--- config.mk ---
export PLATFORM = sky130hd
export DESIGN_NAME = mpog_top
export DESIGN_NICKNAME = d
export VERILOG_FILES = /design/src/mpog_pkg.sv /design/src/mpog_pin_if.sv /design/src/mpog_top.sv /design/src/mpog_phase_sel.sv /design/src/mpog_level_map.sv
export SDC_FILE = /design/constraint.sdc
export NUM_CORES = 1
export LEC_CHECK = 0
export ABC_AREA = 0
export BUFFER_PORTS_ARGS = -buffer_cell sky130_fd_sc_hd__buf_2
export CORE_ASPECT_RATIO = 0.8
export CORE_MARGIN = 8
export CORE_UTILIZATION = 45
export DETAILED_ROUTE_END_ITERATION = 8
export PLACE_DENSITY = 0.72
export SKIP_CTS_REPAIR_TIMING = 1
export SLEW_MARGIN = 20
export SYNTH_ARGS = -nofsm -noshare
export SYNTH_HDL_FRONTEND = slang
export SYNTH_HIERARCHICAL = 1
export SYNTH_SLANG_ARGS = --single-unit
--- constraint.sdc ---
create_clock -name MCLK_IN -period 4.1 [get_ports MCLK_IN]
set_input_delay 0.41 -clock MCLK_IN [delete_from_list [all_inputs] [get_ports MCLK_IN]]
set_output_delay 0.41 -clock MCLK_IN [all_outputs]
set_load 0.03 [all_outputs]
--- src/mpog_pkg.sv ---
// mpog_pkg: register map, field positions, reset values and phase decode for the pwm output stage
package mpog_pkg;

  // register byte addresses on the apb bus
  localparam logic [7:0] ADDR_CTRL_ONE = 8'h00;
  localparam logic [7:0] ADDR_CTRL_TWO = 8'h04;
  localparam logic [7:0] ADDR_LVL_BUF  = 8'h08;
  localparam logic [7:0] ADDR_GATE     = 8'h0c;
  localparam logic [7:0] ADDR_STATUS   = 8'h10;

  // output_control_one fields
  localparam int CT1_OUTPUT_CONTROL_SELECT = 2;
  localparam int CT1_OLSN = 1;
  localparam int CT1_OLSP = 0;
  // output_control_two fields
  localparam int CT2_BF_LSB = 6;
  // motor_gate_control fields
  localparam int GT_FIXED = 7;
  localparam int GT_BDC   = 6;
  localparam int GT_NPWM  = 5;
  localparam int GT_PPWM  = 4;
  localparam int GT_FB    = 3;

  // reset values
  localparam logic [7:0] CT1_RST  = 8'h00;
  localparam logic [7:0] CT2_RST  = 8'h00;
  localparam logic [7:0] BUF_RST  = 8'h00;
  localparam logic [7:0] GATE_RST = 8'h80;

  // buffer transfer timing codes
  localparam logic [1:0] BF_NONE  = 2'h0;
  localparam logic [1:0] BF_CREST = 2'h1;

  // timer mode input codes
  localparam logic [1:0] MODE_CODE_COMP  = 2'h1;
  localparam logic [1:0] MODE_CODE_RSYNC = 2'h2;

  // pin vector order: w_rev w_pos v_rev v_pos u_rev u_pos
  localparam logic [5:0] POS_MASK = 6'h15;
  localparam logic [5:0] REV_MASK = 6'h2a;

  typedef enum logic [2:0] {
    MODE_OTHER = 3'b001,
    MODE_COMP  = 3'b010,
    MODE_RSYNC = 3'b100
  } mpog_mode_t;

  // phase code is {w,v,u}; 000 and 111 switch everything off
  function automatic logic [5:0] mpog_phase_decode(input logic [2:0] code);
    case (code)
      3'h1:    mpog_phase_decode = 6'h21;
      3'h2:    mpog_phase_decode = 6'h06;
      3'h3:    mpog_phase_decode = 6'h24;
      3'h4:    mpog_phase_decode = 6'h18;
      3'h5:    mpog_phase_decode = 6'h09;
      3'h6:    mpog_phase_decode = 6'h12;
      default: mpog_phase_decode = 6'h00;
    endcase
  endfunction

endpackage

--- src/mpog_pin_if.sv ---
// mpog_pin_if: phase decode and pin level signals shared by the output stage modules
`timescale 1ns/1ns
interface mpog_pin_if (
  input wire logic clk,
  input wire logic rst_n
);
  logic [2:0] phase_code;
  logic [5:0] phase_on;
  logic [5:0] level_sel;
  logic [5:0] drive_active;
  logic [5:0] pin_level;

  modport decode (input clk, rst_n, phase_code, output phase_on);
  modport map    (input clk, rst_n, level_sel, drive_active, output pin_level);
  modport core   (output phase_code, level_sel, drive_active, input phase_on, pin_level);
endinterface

--- src/mpog_top.sv ---
// mpog_top: output polarity, level buffer and brushless gating for the six pwm pins
`timescale 1ns/1ns
// Functional notes
// - positive pins: select 0 active low, inverted by 1
// - reverse pins: select 0 active low, opposite compare sense
// - reverse pins stay initial until dead time ends, except under gating with the reverse group at static level
// - six-bit level buffer feeds output_control_two levels
// - buffer bits 7 and 6 read zero
// - gating only in complementary or reset-sync mode
// - gate bit 7 always reads one
// - brushless enable turns gating on
// - reverse group: static level or pwm
// - positive group: static level or pwm
// - feedback select: capture inputs or software bits
// - software phase bits replace feedback when selected
// - phase code table picks two pins, none for codes 000 and 111
// - per-pin levels only when select bit set
// - buffer copied at crest, trough or clear
module mpog_top
  import mpog_pkg::*;
(
  // clock and reset
  input  wire logic        MCLK_IN,
  input  wire logic        RESET_N_IN,
  // apb slave
  input  wire logic        PSEL_IN,
  input  wire logic        PENABLE_IN,
  input  wire logic        PWRITE_IN,
  input  wire logic [7:0]  PADDR_IN,
  input  wire logic [31:0] PWDATA_IN,
  output logic      [31:0] PRDATA_OUT,
  output logic             PREADY_OUT,
  output logic             PSLVERR_OUT,
  // timer core events
  input  wire logic [1:0]  TIMER_MODE_IN,
  input  wire logic        COUNTING_IN,
  input  wire logic        DEAD_TIME_DONE_IN,
  input  wire logic [2:0]  UP_MATCH_IN,
  input  wire logic [2:0]  DOWN_MATCH_IN,
  input  wire logic        CREST_IN,
  input  wire logic        TROUGH_IN,
  input  wire logic        COUNTER_CLEAR_IN,
  input  wire logic [2:0]  CAPTURE_FEEDBACK_IN,
  // gate driver pins
  output logic             U_POSITIVE_PIN_OUT,
  output logic             V_POSITIVE_PIN_OUT,
  output logic             W_POSITIVE_PIN_OUT,
  output logic             U_REVERSE_PIN_OUT,
  output logic             V_REVERSE_PIN_OUT,
  output logic             W_REVERSE_PIN_OUT
);

  logic [2:0]  output_control_one;
  logic [7:0]  output_control_two;
  logic [5:0]  output_level_buffer;
  logic [6:0]  motor_gate_control;
  logic [2:0]  pos_on;
  logic        rev_ok;
  logic [5:0]  pin_q;
  logic        pready;
  logic [31:0] prdata;
  logic        pslverr;

  mpog_mode_t  mode;
  logic        setup_ph;
  logic        wr_acc;
  logic        gate_live;
  logic        xfer;
  logic [5:0]  pwm_on;
  logic [5:0]  pwm_mask;
  logic [5:0]  next_drive;
  logic [31:0] next_rdata;
  logic        next_err;

  mpog_pin_if pin (.clk(MCLK_IN), .rst_n(RESET_N_IN));

  mpog_phase_sel u_phase_sel (
    .pin (pin)
  );

  mpog_level_map u_level_map (
    .pin (pin)
  );

  // timer mode decode
  always_comb begin
    case (TIMER_MODE_IN)
      MODE_CODE_COMP:  mode = MODE_COMP;
      MODE_CODE_RSYNC: mode = MODE_RSYNC;
      default:         mode = MODE_OTHER;
    endcase
  end

  // apb phases; a write lands only on the access edge that sees pready
  assign setup_ph = PSEL_IN & ~PENABLE_IN;
  assign wr_acc   = PSEL_IN & PENABLE_IN & pready & PWRITE_IN;

  always_comb begin
    xfer = 1'b0;
    if (mode == MODE_COMP) begin
      xfer = (output_control_two[CT2_BF_LSB] & CREST_IN)
           | (output_control_two[CT2_BF_LSB+1] & TROUGH_IN);
    end else if (mode == MODE_RSYNC) begin
      xfer = (output_control_two[CT2_BF_LSB+1 -: 2] == BF_CREST) & COUNTER_CLEAR_IN;
    end
  end

  always_ff @(posedge MCLK_IN) begin
    if (!RESET_N_IN) begin
      output_control_one <= CT1_RST[2:0];
    end else if (wr_acc && PADDR_IN == ADDR_CTRL_ONE) begin
      output_control_one <= PWDATA_IN[2:0];
    end
  end

  always_ff @(posedge MCLK_IN) begin
    if (!RESET_N_IN) begin
      output_control_two <= CT2_RST;
    end else begin
      if (wr_acc && PADDR_IN == ADDR_CTRL_TWO) begin
        output_control_two <= PWDATA_IN[7:0];
      end
      // a hardware copy outranks a software write of the same bits
      if (xfer) begin
        output_control_two[5:0] <= output_level_buffer;
      end
    end
  end

  always_ff @(posedge MCLK_IN) begin
    if (!RESET_N_IN) begin
      output_level_buffer <= BUF_RST[5:0];
    end else if (wr_acc && PADDR_IN == ADDR_LVL_BUF) begin
      output_level_buffer <= PWDATA_IN[5:0];
    end
  end

  // bit 7 is not stored, it reads as a constant one
  always_ff @(posedge MCLK_IN) begin
    if (!RESET_N_IN) begin
      motor_gate_control <= GATE_RST[6:0];
    end else if (wr_acc && PADDR_IN == ADDR_GATE) begin
      motor_gate_control <= PWDATA_IN[6:0];
    end
  end

  always_ff @(posedge MCLK_IN) begin
    if (!RESET_N_IN || !COUNTING_IN) begin
      pos_on <= 3'h0;
    end else begin
      pos_on <= (pos_on | UP_MATCH_IN) & ~DOWN_MATCH_IN;
    end
  end

  // reverse pwm requests held at initial level through dead time
  always_ff @(posedge MCLK_IN) begin
    if (!RESET_N_IN || !COUNTING_IN) begin
      rev_ok <= 1'b0;
    end else if (DEAD_TIME_DONE_IN) begin
      rev_ok <= 1'b1;
    end
  end

  // reverse phase is active when positive is not
  always_comb begin
    pwm_on = 6'h00;
    for (int i = 0; i < 3; i++) begin
      pwm_on[2*i]   = pos_on[i];
      pwm_on[2*i+1] = rev_ok & ~pos_on[i];
    end
  end

  // gating ignored outside the two pwm modes
  assign gate_live = motor_gate_control[GT_BDC] & (mode != MODE_OTHER);

  // software phase bits substitute for capture inputs
  assign pin.phase_code = motor_gate_control[GT_FB] ? motor_gate_control[2:0]
                                                    : CAPTURE_FEEDBACK_IN;

  always_comb begin
    pwm_mask = ({6{motor_gate_control[GT_NPWM]}} & REV_MASK)
             | ({6{motor_gate_control[GT_PPWM]}} & POS_MASK);
    if (gate_live) begin
      next_drive = pin.phase_on & (pwm_on | ~pwm_mask);
    end else begin
      next_drive = pwm_on;
    end
  end
  assign pin.drive_active = next_drive;

  assign pin.level_sel = output_control_one[CT1_OUTPUT_CONTROL_SELECT] ? output_control_two[5:0]
                       : {3{output_control_one[CT1_OLSN], output_control_one[CT1_OLSP]}};

  // pins are registered so glitches in the gating mux never reach the drivers
  always_ff @(posedge MCLK_IN) begin
    if (!RESET_N_IN) begin
      pin_q <= 6'h3f;
    end else begin
      pin_q <= pin.pin_level;
    end
  end

  assign U_POSITIVE_PIN_OUT = pin_q[0];
  assign U_REVERSE_PIN_OUT  = pin_q[1];
  assign V_POSITIVE_PIN_OUT = pin_q[2];
  assign V_REVERSE_PIN_OUT  = pin_q[3];
  assign W_POSITIVE_PIN_OUT = pin_q[4];
  assign W_REVERSE_PIN_OUT  = pin_q[5];

  // read mux; unmapped addresses read zero and flag an error
  always_comb begin
    next_rdata = 32'h0;
    next_err   = 1'b0;
    case (PADDR_IN)
      ADDR_CTRL_ONE: next_rdata[2:0] = output_control_one;
      ADDR_CTRL_TWO: next_rdata[7:0] = output_control_two;
      ADDR_LVL_BUF:  next_rdata[5:0] = output_level_buffer;
      ADDR_GATE:     next_rdata[7:0] = {1'b1, motor_gate_control};
      ADDR_STATUS:   next_rdata[10:0] = {gate_live, rev_ok, pos_on, pin_q};
      default:       next_err = 1'b1;
    endcase
  end

  // answer is prepared on the setup edge, giving a zero-wait access phase
  always_ff @(posedge MCLK_IN) begin
    if (!RESET_N_IN) begin
      pready  <= 1'b0;
      prdata  <= 32'h0;
      pslverr <= 1'b0;
    end else if (setup_ph) begin
      pready  <= 1'b1;
      prdata  <= PWRITE_IN ? 32'h0 : next_rdata;
      pslverr <= next_err;
    end else begin
      pready  <= 1'b0;
      pslverr <= 1'b0;
    end
  end

  assign PREADY_OUT  = pready;
  assign PRDATA_OUT  = prdata;
  assign PSLVERR_OUT = pslverr;

  property p_gate_bit7;
    @(posedge MCLK_IN) disable iff (!RESET_N_IN)
      (setup_ph && !PWRITE_IN && PADDR_IN == ADDR_GATE) |=> (PRDATA_OUT[7] == 1'b1);
  endproperty
  a_gate_bit7: assert property (p_gate_bit7) else $error("gate bit 7 read as zero");

  property p_buf_high_zero;
    @(posedge MCLK_IN) disable iff (!RESET_N_IN)
      (setup_ph && !PWRITE_IN && PADDR_IN == ADDR_LVL_BUF) |=> (PRDATA_OUT[7:6] == 2'h0);
  endproperty
  a_buf_high_zero: assert property (p_buf_high_zero) else $error("buffer bits 7:6 not zero");

  property p_crest_copy;
    @(posedge MCLK_IN) disable iff (!RESET_N_IN)
      (mode == MODE_COMP && output_control_two[7:6] == BF_CREST && CREST_IN)
        |=> (output_control_two[5:0] == $past(output_level_buffer));
  endproperty
  a_crest_copy: assert property (p_crest_copy) else $error("crest copy missed");

  property p_no_copy;
    @(posedge MCLK_IN) disable iff (!RESET_N_IN)
      (output_control_two[7:6] == BF_NONE && !wr_acc)
        |=> $stable(output_control_two[5:0]);
  endproperty
  a_no_copy: assert property (p_no_copy) else $error("levels changed with timing 00");

  property p_rev_hold;
    @(posedge MCLK_IN) disable iff (!RESET_N_IN)
      (!rev_ok && !gate_live) |=> (pin_q[1] == ~$past(pin.level_sel[1])
                                 && pin_q[5] == ~$past(pin.level_sel[5]));
  endproperty
  a_rev_hold: assert property (p_rev_hold) else $error("reverse pin active in dead time");

  property p_common_level;
    @(posedge MCLK_IN) disable iff (!RESET_N_IN)
      !output_control_one[CT1_OUTPUT_CONTROL_SELECT]
        |-> (pin.level_sel[0] == output_control_one[CT1_OLSP]
             && pin.level_sel[3] == output_control_one[CT1_OLSN]);
  endproperty
  a_common_level: assert property (p_common_level) else $error("common level not used");

  property p_pos_active;
    @(posedge MCLK_IN) disable iff (!RESET_N_IN)
      (!gate_live && pos_on[0]) |=> (U_POSITIVE_PIN_OUT == $past(pin.level_sel[0]));
  endproperty
  a_pos_active: assert property (p_pos_active) else $error("u positive not at active level");

  property p_sw_source;
    @(posedge MCLK_IN) disable iff (!RESET_N_IN)
      (gate_live && motor_gate_control[GT_FB] && motor_gate_control[2:0] == 3'h0)
        |=> (pin_q == ~$past(pin.level_sel));
  endproperty
  a_sw_source: assert property (p_sw_source) else $error("software code 000 left a pin on");

  property p_mode_other;
    @(posedge MCLK_IN) disable iff (!RESET_N_IN)
      (mode == MODE_OTHER) |-> (pin.drive_active == pwm_on);
  endproperty
  a_mode_other: assert property (p_mode_other) else $error("gating applied outside pwm modes");

  property p_down_clears;
    @(posedge MCLK_IN) disable iff (!RESET_N_IN)
      (COUNTING_IN && DOWN_MATCH_IN[0]) |=> !pos_on[0];
  endproperty
  a_down_clears: assert property (p_down_clears) else $error("down match left u active");

  property p_count_stop;
    @(posedge MCLK_IN) disable iff (!RESET_N_IN)
      !COUNTING_IN |=> !rev_ok;
  endproperty
  a_count_stop: assert property (p_count_stop) else $error("reverse release kept at stop");

  property p_trough_copy;
    @(posedge MCLK_IN) disable iff (!RESET_N_IN)
      (mode == MODE_COMP && output_control_two[CT2_BF_LSB+1] && TROUGH_IN)
        |=> (output_control_two[5:0] == $past(output_level_buffer));
  endproperty
  a_trough_copy: assert property (p_trough_copy) else $error("trough copy missed");

  property p_clear_copy;
    @(posedge MCLK_IN) disable iff (!RESET_N_IN)
      (mode == MODE_RSYNC && output_control_two[7:6] == BF_CREST && COUNTER_CLEAR_IN)
        |=> (output_control_two[5:0] == $past(output_level_buffer));
  endproperty
  a_clear_copy: assert property (p_clear_copy) else $error("clear copy missed");

  property p_static_pos;
    @(posedge MCLK_IN) disable iff (!RESET_N_IN)
      (gate_live && !motor_gate_control[GT_PPWM] && pin.phase_on[0])
        |=> (U_POSITIVE_PIN_OUT == $past(pin.level_sel[0]));
  endproperty
  a_static_pos: assert property (p_static_pos) else $error("static u positive not active");

  property p_static_rev;
    @(posedge MCLK_IN) disable iff (!RESET_N_IN)
      (gate_live && !motor_gate_control[GT_NPWM] && pin.phase_on[5])
        |=> (W_REVERSE_PIN_OUT == $past(pin.level_sel[5]));
  endproperty
  a_static_rev: assert property (p_static_rev) else $error("static w reverse not active");

endmodule

--- src/mpog_phase_sel.sv ---
// mpog_phase_sel: turns the three phase switch bits into six on/off pin requests
`timescale 1ns/1ns
module mpog_phase_sel
  import mpog_pkg::*;
(
  mpog_pin_if.decode pin
);

  assign pin.phase_on = mpog_phase_decode(pin.phase_code);

  property p_table_u;
    @(posedge pin.clk) disable iff (!pin.rst_n)
      (pin.phase_code == 3'h1) |-> (pin.phase_on == 6'h21);
  endproperty
  a_table_u: assert property (p_table_u) else $error("code 001 not u_pos and w_rev");

  property p_bad_code;
    @(posedge pin.clk) disable iff (!pin.rst_n)
      (pin.phase_code == 3'h7) |-> (pin.phase_on == 6'h00);
  endproperty
  a_bad_code: assert property (p_bad_code) else $error("code 111 left a pin on");

endmodule

--- src/mpog_level_map.sv ---
// mpog_level_map: maps active/inactive requests to pin levels through the level-select bits
`timescale 1ns/1ns
module mpog_level_map (
  mpog_pin_if.map pin
);

  assign pin.pin_level = ~(pin.drive_active ^ pin.level_sel);

  property p_off_inactive;
    @(posedge pin.clk) disable iff (!pin.rst_n)
      (pin.drive_active == 6'h00) |-> (pin.pin_level == ~pin.level_sel);
  endproperty
  a_off_inactive: assert property (p_off_inactive) else $error("off pin not inactive");

endmodule

==> flow_summary.yaml, run 1 <==
status:
  status: "finished, final reports clean"
routing:
  drt_iter0_drc: 162
  drt_pre_antenna_iters: 4
  drc: 0
  routed_wl_mm: 6.54
  via_count: 2143
  vias_per_cell: 5.40
  wl_per_cell_um: 16.5
  ant_nets: 0
floorplan:
  die_w_um: 99.3
  io_pins: 101
  core_area_um2: 5410
  floorplan.initialDensity: 0.462
  fp.dieArea_um2: 8200
  die_h_um: 82.6
  row_count: 24
power_and_ir_drop:
  vdd_drop_max_mv: 0.185
  power_frac_comb: 0.131
  power.switching_mw: 0.219
  pwr-share-clk: 0.309
  p_leak_nw: 1.13
  intPower_mw: 0.607
  switching_share: 0.265
  power_density_nw_per_um2: 298
  p_total_mw: 0.827
  p_seq_frac: 0.560
worst_hold_path:
  hp-class: "in2reg"
synthesis:
  syn-instance-count: 289
  seq_area_frac_synth: 0.377
  yosys_warnings: 6
  synthFlopType: "dfxtp_1"
  yosysTopAreaCellShare: 0.377
  synth_edf_count: 0
  synth_area_leaders: "dfxtp_1 38%, mux2i_1 8.8%, nand2_1 7.1%"
  post-synth-top-area-cell: "dfxtp_1"
  avgSynthCellArea_um2: 8.63
  ys_seq_elements: 47
  netlist_area_um2: 2490
  synthArstFlopShare: 0
  ys_types: 39
  synth_commonest_cells: "47 x dfxtp_1, 47 x nand2_1, 22 x mux2i_1"
clocking:
  htree_levels: 2
  numCtsBuffers: 5
  ctsRootBufferMaster: "clkbuf_8"
  clk_latency_ns: 0.29
  clk_pin_slew_ns: 0.08
  cts_buffer_depth: 2
  clock_sinks: 47
  cts_tree: "built"
critical_path:
  slowest_stage: "or4b_4"
  startpoint_type: "input pin"
  path_delay_family: "simple AND/OR/NAND/NOR gates"
  cp_max_fo: 6
  critPathBufInv: 1
  worstSetupEndpointType: "register"
  crit_required_ns: 4.32
  cp.arrival_ns: 2.39
  path_cells: "buf_2, or4_4, or4b_4, nor3b_4, mux2i_1"
  worstSetupPathType: "in2reg"
  cpPeakStageDelay_ns: 0.59
grt:
  antenna_found_initial: 0
  grt_max_degree: 39
  grt_pass1_wl_mm: 10.2
  gr-total-overflow: 0
  grt_pass1_vias: 2033
  track_usage: 0.156
timing:
  setup_tns_ns: 0
  setup_violations: 0
  slew_headroom: 0.397
  worstMarginPinSlew_ns: 0.902
  hold_viol: 0
  rsz0062_at_grt: "no"
  final.min_clock_period_ns: 2.16
  period_share: 0.527
  fmax_ghz: 0.462
  finClkSkew_ns: 0.00845
  slew_viol_final: 0
placement:
  hpwlAfterDp_mm: 4.92
  gp_congestion: 0.844
  io_buffer_count: 55
layout:
  n_antenna_cell: 0
  layout-drive-gt1-share: 0.223
  fin_nets: 396
  area_growth_pct: 11.3
job:
  drv_cap: 0
worst register-to-register path, cell delays in order, from the launching register on:
cell,delay (ns)
dfxtp_1,0.33
nand4b_1,0.19
or4b_4,0.59
nor3b_4,0.48
mux2i_1,0.25
final timing paths:
kind | from | to | slack (ns) | depth (start not counted)
min reg2reg | PRDATA_OUT[10]$_SDFFE_PN0P_ | PRDATA_OUT[10]$_SDFFE_PN0P_ | 0.46 | 2
max reg2reg | PREADY_OUT$_SDFF_PN0_ | output_level_buffer[0]$_SDFFE_PN0P_ | 2.19 | 4
max | PADDR_IN[1] | output_level_buffer[0]$_SDFFE_PN0P_ | 1.94 | 5
min | DOWN_MATCH_IN[0] | pos_on[0]$_SDFF_PP0_ | 0.27 | 2
metal layers:
| metal | track usage | part of all wire | up-vias |
|---|---|---|---|
| met4 | 0.0316 | 0.011 | 0 |
| li1 | - | - | 1051 |
| met3 | 0.0444 | 0.082 | 8 |
| met5 | 0 | 0 | - |
| met1 | 0.208 | 0.45 | 1015 |
| met2 | 0.249 | 0.45 | 69 |
per-stage QoR:
stage	utilization	cells	hold WS (ns)	setup slack [ns]	cell area (µm²)
5_1_grt	0.514	397	0.262	1.84	2780
3_3_place_gp	0.500	391	0.442	1.67	2710
6_report	0.514	397	0.271	1.94	2780
2_1_floorplan	-	309	0.440	1.93	2570
4_1_cts	0.514	397	0.263	1.93	2780
3_5_place_dp	0.500	391	0.450	1.63	2710
registers in the layout, indices dropped and copies added, names as in the netlist:
| register | cells |
|---|---|
| PSLVERR_OUT | 1 |
| motor_gate_control | 7 |
| output_level_buffer | 6 |
| rev_ok | 1 |
| pin_q | 6 |
| PREADY_OUT | 1 |
| pos_on | 3 |
| output_control_one | 3 |
| PRDATA_OUT | 11 |
| output_control_two | 8 |
cells by family (layout without fill, tap and decap cells):
logic type	after synthesis	after routing	share of synthesized area
buf+inv	41	64	0.0933
simple gates	111	111	0.243
compound gates	55	55	0.147
other cells	1	21	0.00150
fa+ha+maj	2	2	0.0100
flops	47	47	0.377
mux	26	26	0.106
xor+xnor	6	6	0.0211
power groups by stage:
stage / Combinational, mW / Sequential, mW / Clock, mW
after floorplan: 0.0865 / 0.477 / 0
after global placement: 0.106 / 0.474 / 0
after detailed placement: 0.107 / 0.474 / 0
after CTS: 0.107 / 0.463 / 0.263
after global routing: 0.117 / 0.464 / 0.286
final: 0.108 / 0.463 / 0.255
cell usage in the layout (no fill, tap or decap), drive strengths merged:
master and instances:
a21boi 1, a21oi 6, a22o 6, a22oi 5
a31oi 8, a32o 3, a32oi 2, and2 2
and2b 4, buf 55, clkbuf 6, conb 21
dfxtp 47, ha 2, inv 3, mux2 4
mux2i 22, nand2 47, nand2b 10, nand3 9
nand3b 4, nand4b 1, nor2 12, nor2b 8
nor3 5, nor3b 2, nor4b 1, nor4bb 3
o21ai 18, o22a 6, or4 2, or4b 1
xnor2 6
cell type report:
class | count | area [µm²]
multi-input combinational | 221 | 1400
sequential | 47 | 941
clock buffer | 6 | 72.6
fill | 535 | 2630
inverter | 3 | 11.3
timing repair buffer | 55 | 275
tap | 65 | 81.3
Note: power is estimated with default switching activity, not from simulation.
==> inputs of run 2 (changes only) <==
Clock period 4.1 ns to 2.2 ns, I/O delays scaled along.
==> run 2 against run 1 <==
Critical path depth unchanged. Sequential share of layout area down 1.3 points. Register-to-register slack worse by 1.8 ns. Clock skew about the same. Hold slack worse by 0.19 ns. Combinational power up 95%. Cell area up 4.1%. Clock power up 120%. Non-clock buffer count up 10. Critical endpoint is now output_control_one[0]$_SDFFE_PN0P_.
==> flow_summary.yaml, run 2 (same netlist as run 1, synthesis figures left out) <==
status:
  status: "finished, final reports clean"
layout:
  fillCellCount: 529
  fin_nets: 406
  final_core_util: 0.535
  largest_reg_flops: 11
  layout-drive-gt1-share: 0.250
  final_common_cell: "buf_2"
  finalNonFillerCells: 409
  n_antenna_cell: 0
  ff_latch_area_um2: 941
  mostFrequentLayoutCells: "55 x buf_2, 47 x dfxtp_1, 47 x nand2_1"
  area_growth_pct: 15.9
  multi_input_area_um2: 1400
timing:
  fmax_ghz: 0.559
  period_share: 0.813
  rsz0062_at_grt: "no"
  finClkSkew_ns: 0.00840
  finalWorstSetupSlack_ns: 0.411
  setup_tns_ns: 0
  whs_ns: 0.0793
  final.min_clock_period_ns: 1.79
  slew_viol_final: 0
  hold_viol: 0
  setup_violations: 0
critical_path:
  crit_required_ns: 2.43
  worstSetupEndpointType: "register"
  cp.arrival_ns: 2.02
  worstSetupPathType: "in2reg"
  startpoint_type: "input pin"
  cp_max_fo: 3
clocking:
  numCtsBuffers: 5
  cts_tree: "built"
  clk_pin_slew_ns: 0.09
  clk_latency_ns: 0.30
  ctsRootBufferMaster: "clkbuf_8"
  clock_sinks: 47
  cts_buffer_depth: 2
  htree_levels: 2
grt:
  grt_pass1_wl_mm: 10.2
  grt_pass1_vias: 2034
  antenna_found_initial: 0
  gr-total-overflow: 0
  grt_max_degree: 38
  track_usage: 0.159
routing:
  via_count: 2164
  drt_pre_antenna_iters: 4
  drc: 0
  wl_per_cell_um: 16.0
  ant_nets: 0
  vias_per_cell: 5.29
  drt_iter0_drc: 177
  routed_wl_mm: 6.55
worst_hold_path:
  hp-class: "in2reg"
power_and_ir_drop:
  power_density_nw_per_um2: 567
  p_leak_nw: 1.19
  vdd_drop_max_mv: 0.255
placement:
  io_buffer_count: 55
  hpwlAfterDp_mm: 5.02
  placed_cells: 401
  post-place-ws_ns: 0.115
  gp_congestion: 0.826
floorplan:
  row_count: 24
  floorplan.initialDensity: 0.462
  io_pins: 101
  core_area_um2: 5410
  die_w_um: 99.3
  fp.dieArea_um2: 8200
  die_h_um: 82.6
job:
  drv_cap: 0
[run 2: changes by cell type in the layout (fill, tap and decap cells not counted)]
cell,previous run,this run
buf_4,0,9
clkbuf_8,5,7
buf_12,0,1
[run 2: per-layer routing]
metal | track usage | vias up | share of wire | wire (µm)
met5 | 0 | - | 0 | 0
met2 | 0.251 | 92 | 0.47 | 3050
li1 | - | 1073 | - | -
met1 | 0.210 | 994 | 0.44 | 2890
met3 | 0.0469 | 5 | 0.087 | 571
met4 | 0.0361 | 0 | 0.0052 | 34
[run 2: critical path: stages]
cell and delay, ns:
buf_2 0.10, or4_4 0.53, or4b_4 0.58, nor3_2 0.36
mux2i_1 0.23
[run 2: final timing paths]
path | from | slack (ns) | endpoint | depth (start not counted)
worst min-delay path | DOWN_MATCH_IN[2] | 0.08 | pos_on[2]$_SDFF_PP0_ | 2
worst max register to register | PREADY_OUT$_SDFF_PN0_ | 0.43 | output_control_one[0]$_SDFFE_PN0P_ | 4
worst max-delay path | PADDR_IN[1] | 0.41 | output_control_one[0]$_SDFFE_PN0P_ | 5
worst min register to register | PRDATA_OUT[10]$_SDFFE_PN0P_ | 0.45 | PRDATA_OUT[10]$_SDFFE_PN0P_ | 2
[run 2: metrics by stage]
step                total power, mW  area, µm²
floorplan                      1.05       2570
global placement               1.09       2790
detailed placement             1.09       2790
CTS                            1.65       2890
global route                   1.71       2890
finish                         1.64       2890
[run 2: layout make-up]
class	instances	share of cell area
repair buffers	65	0.125
inverters	3	0.00389
multi-input cells	221	0.483
clock buffers	8	0.0346
well taps	65	0.0281
flip-flops and latches	47	0.325
[run 2: report_power, final]
group	internal (mW)	switching (mW)
registers	0.857	0.00584
clock network	0.287	0.279
logic	0.0699	0.141
total	1.21	0.426
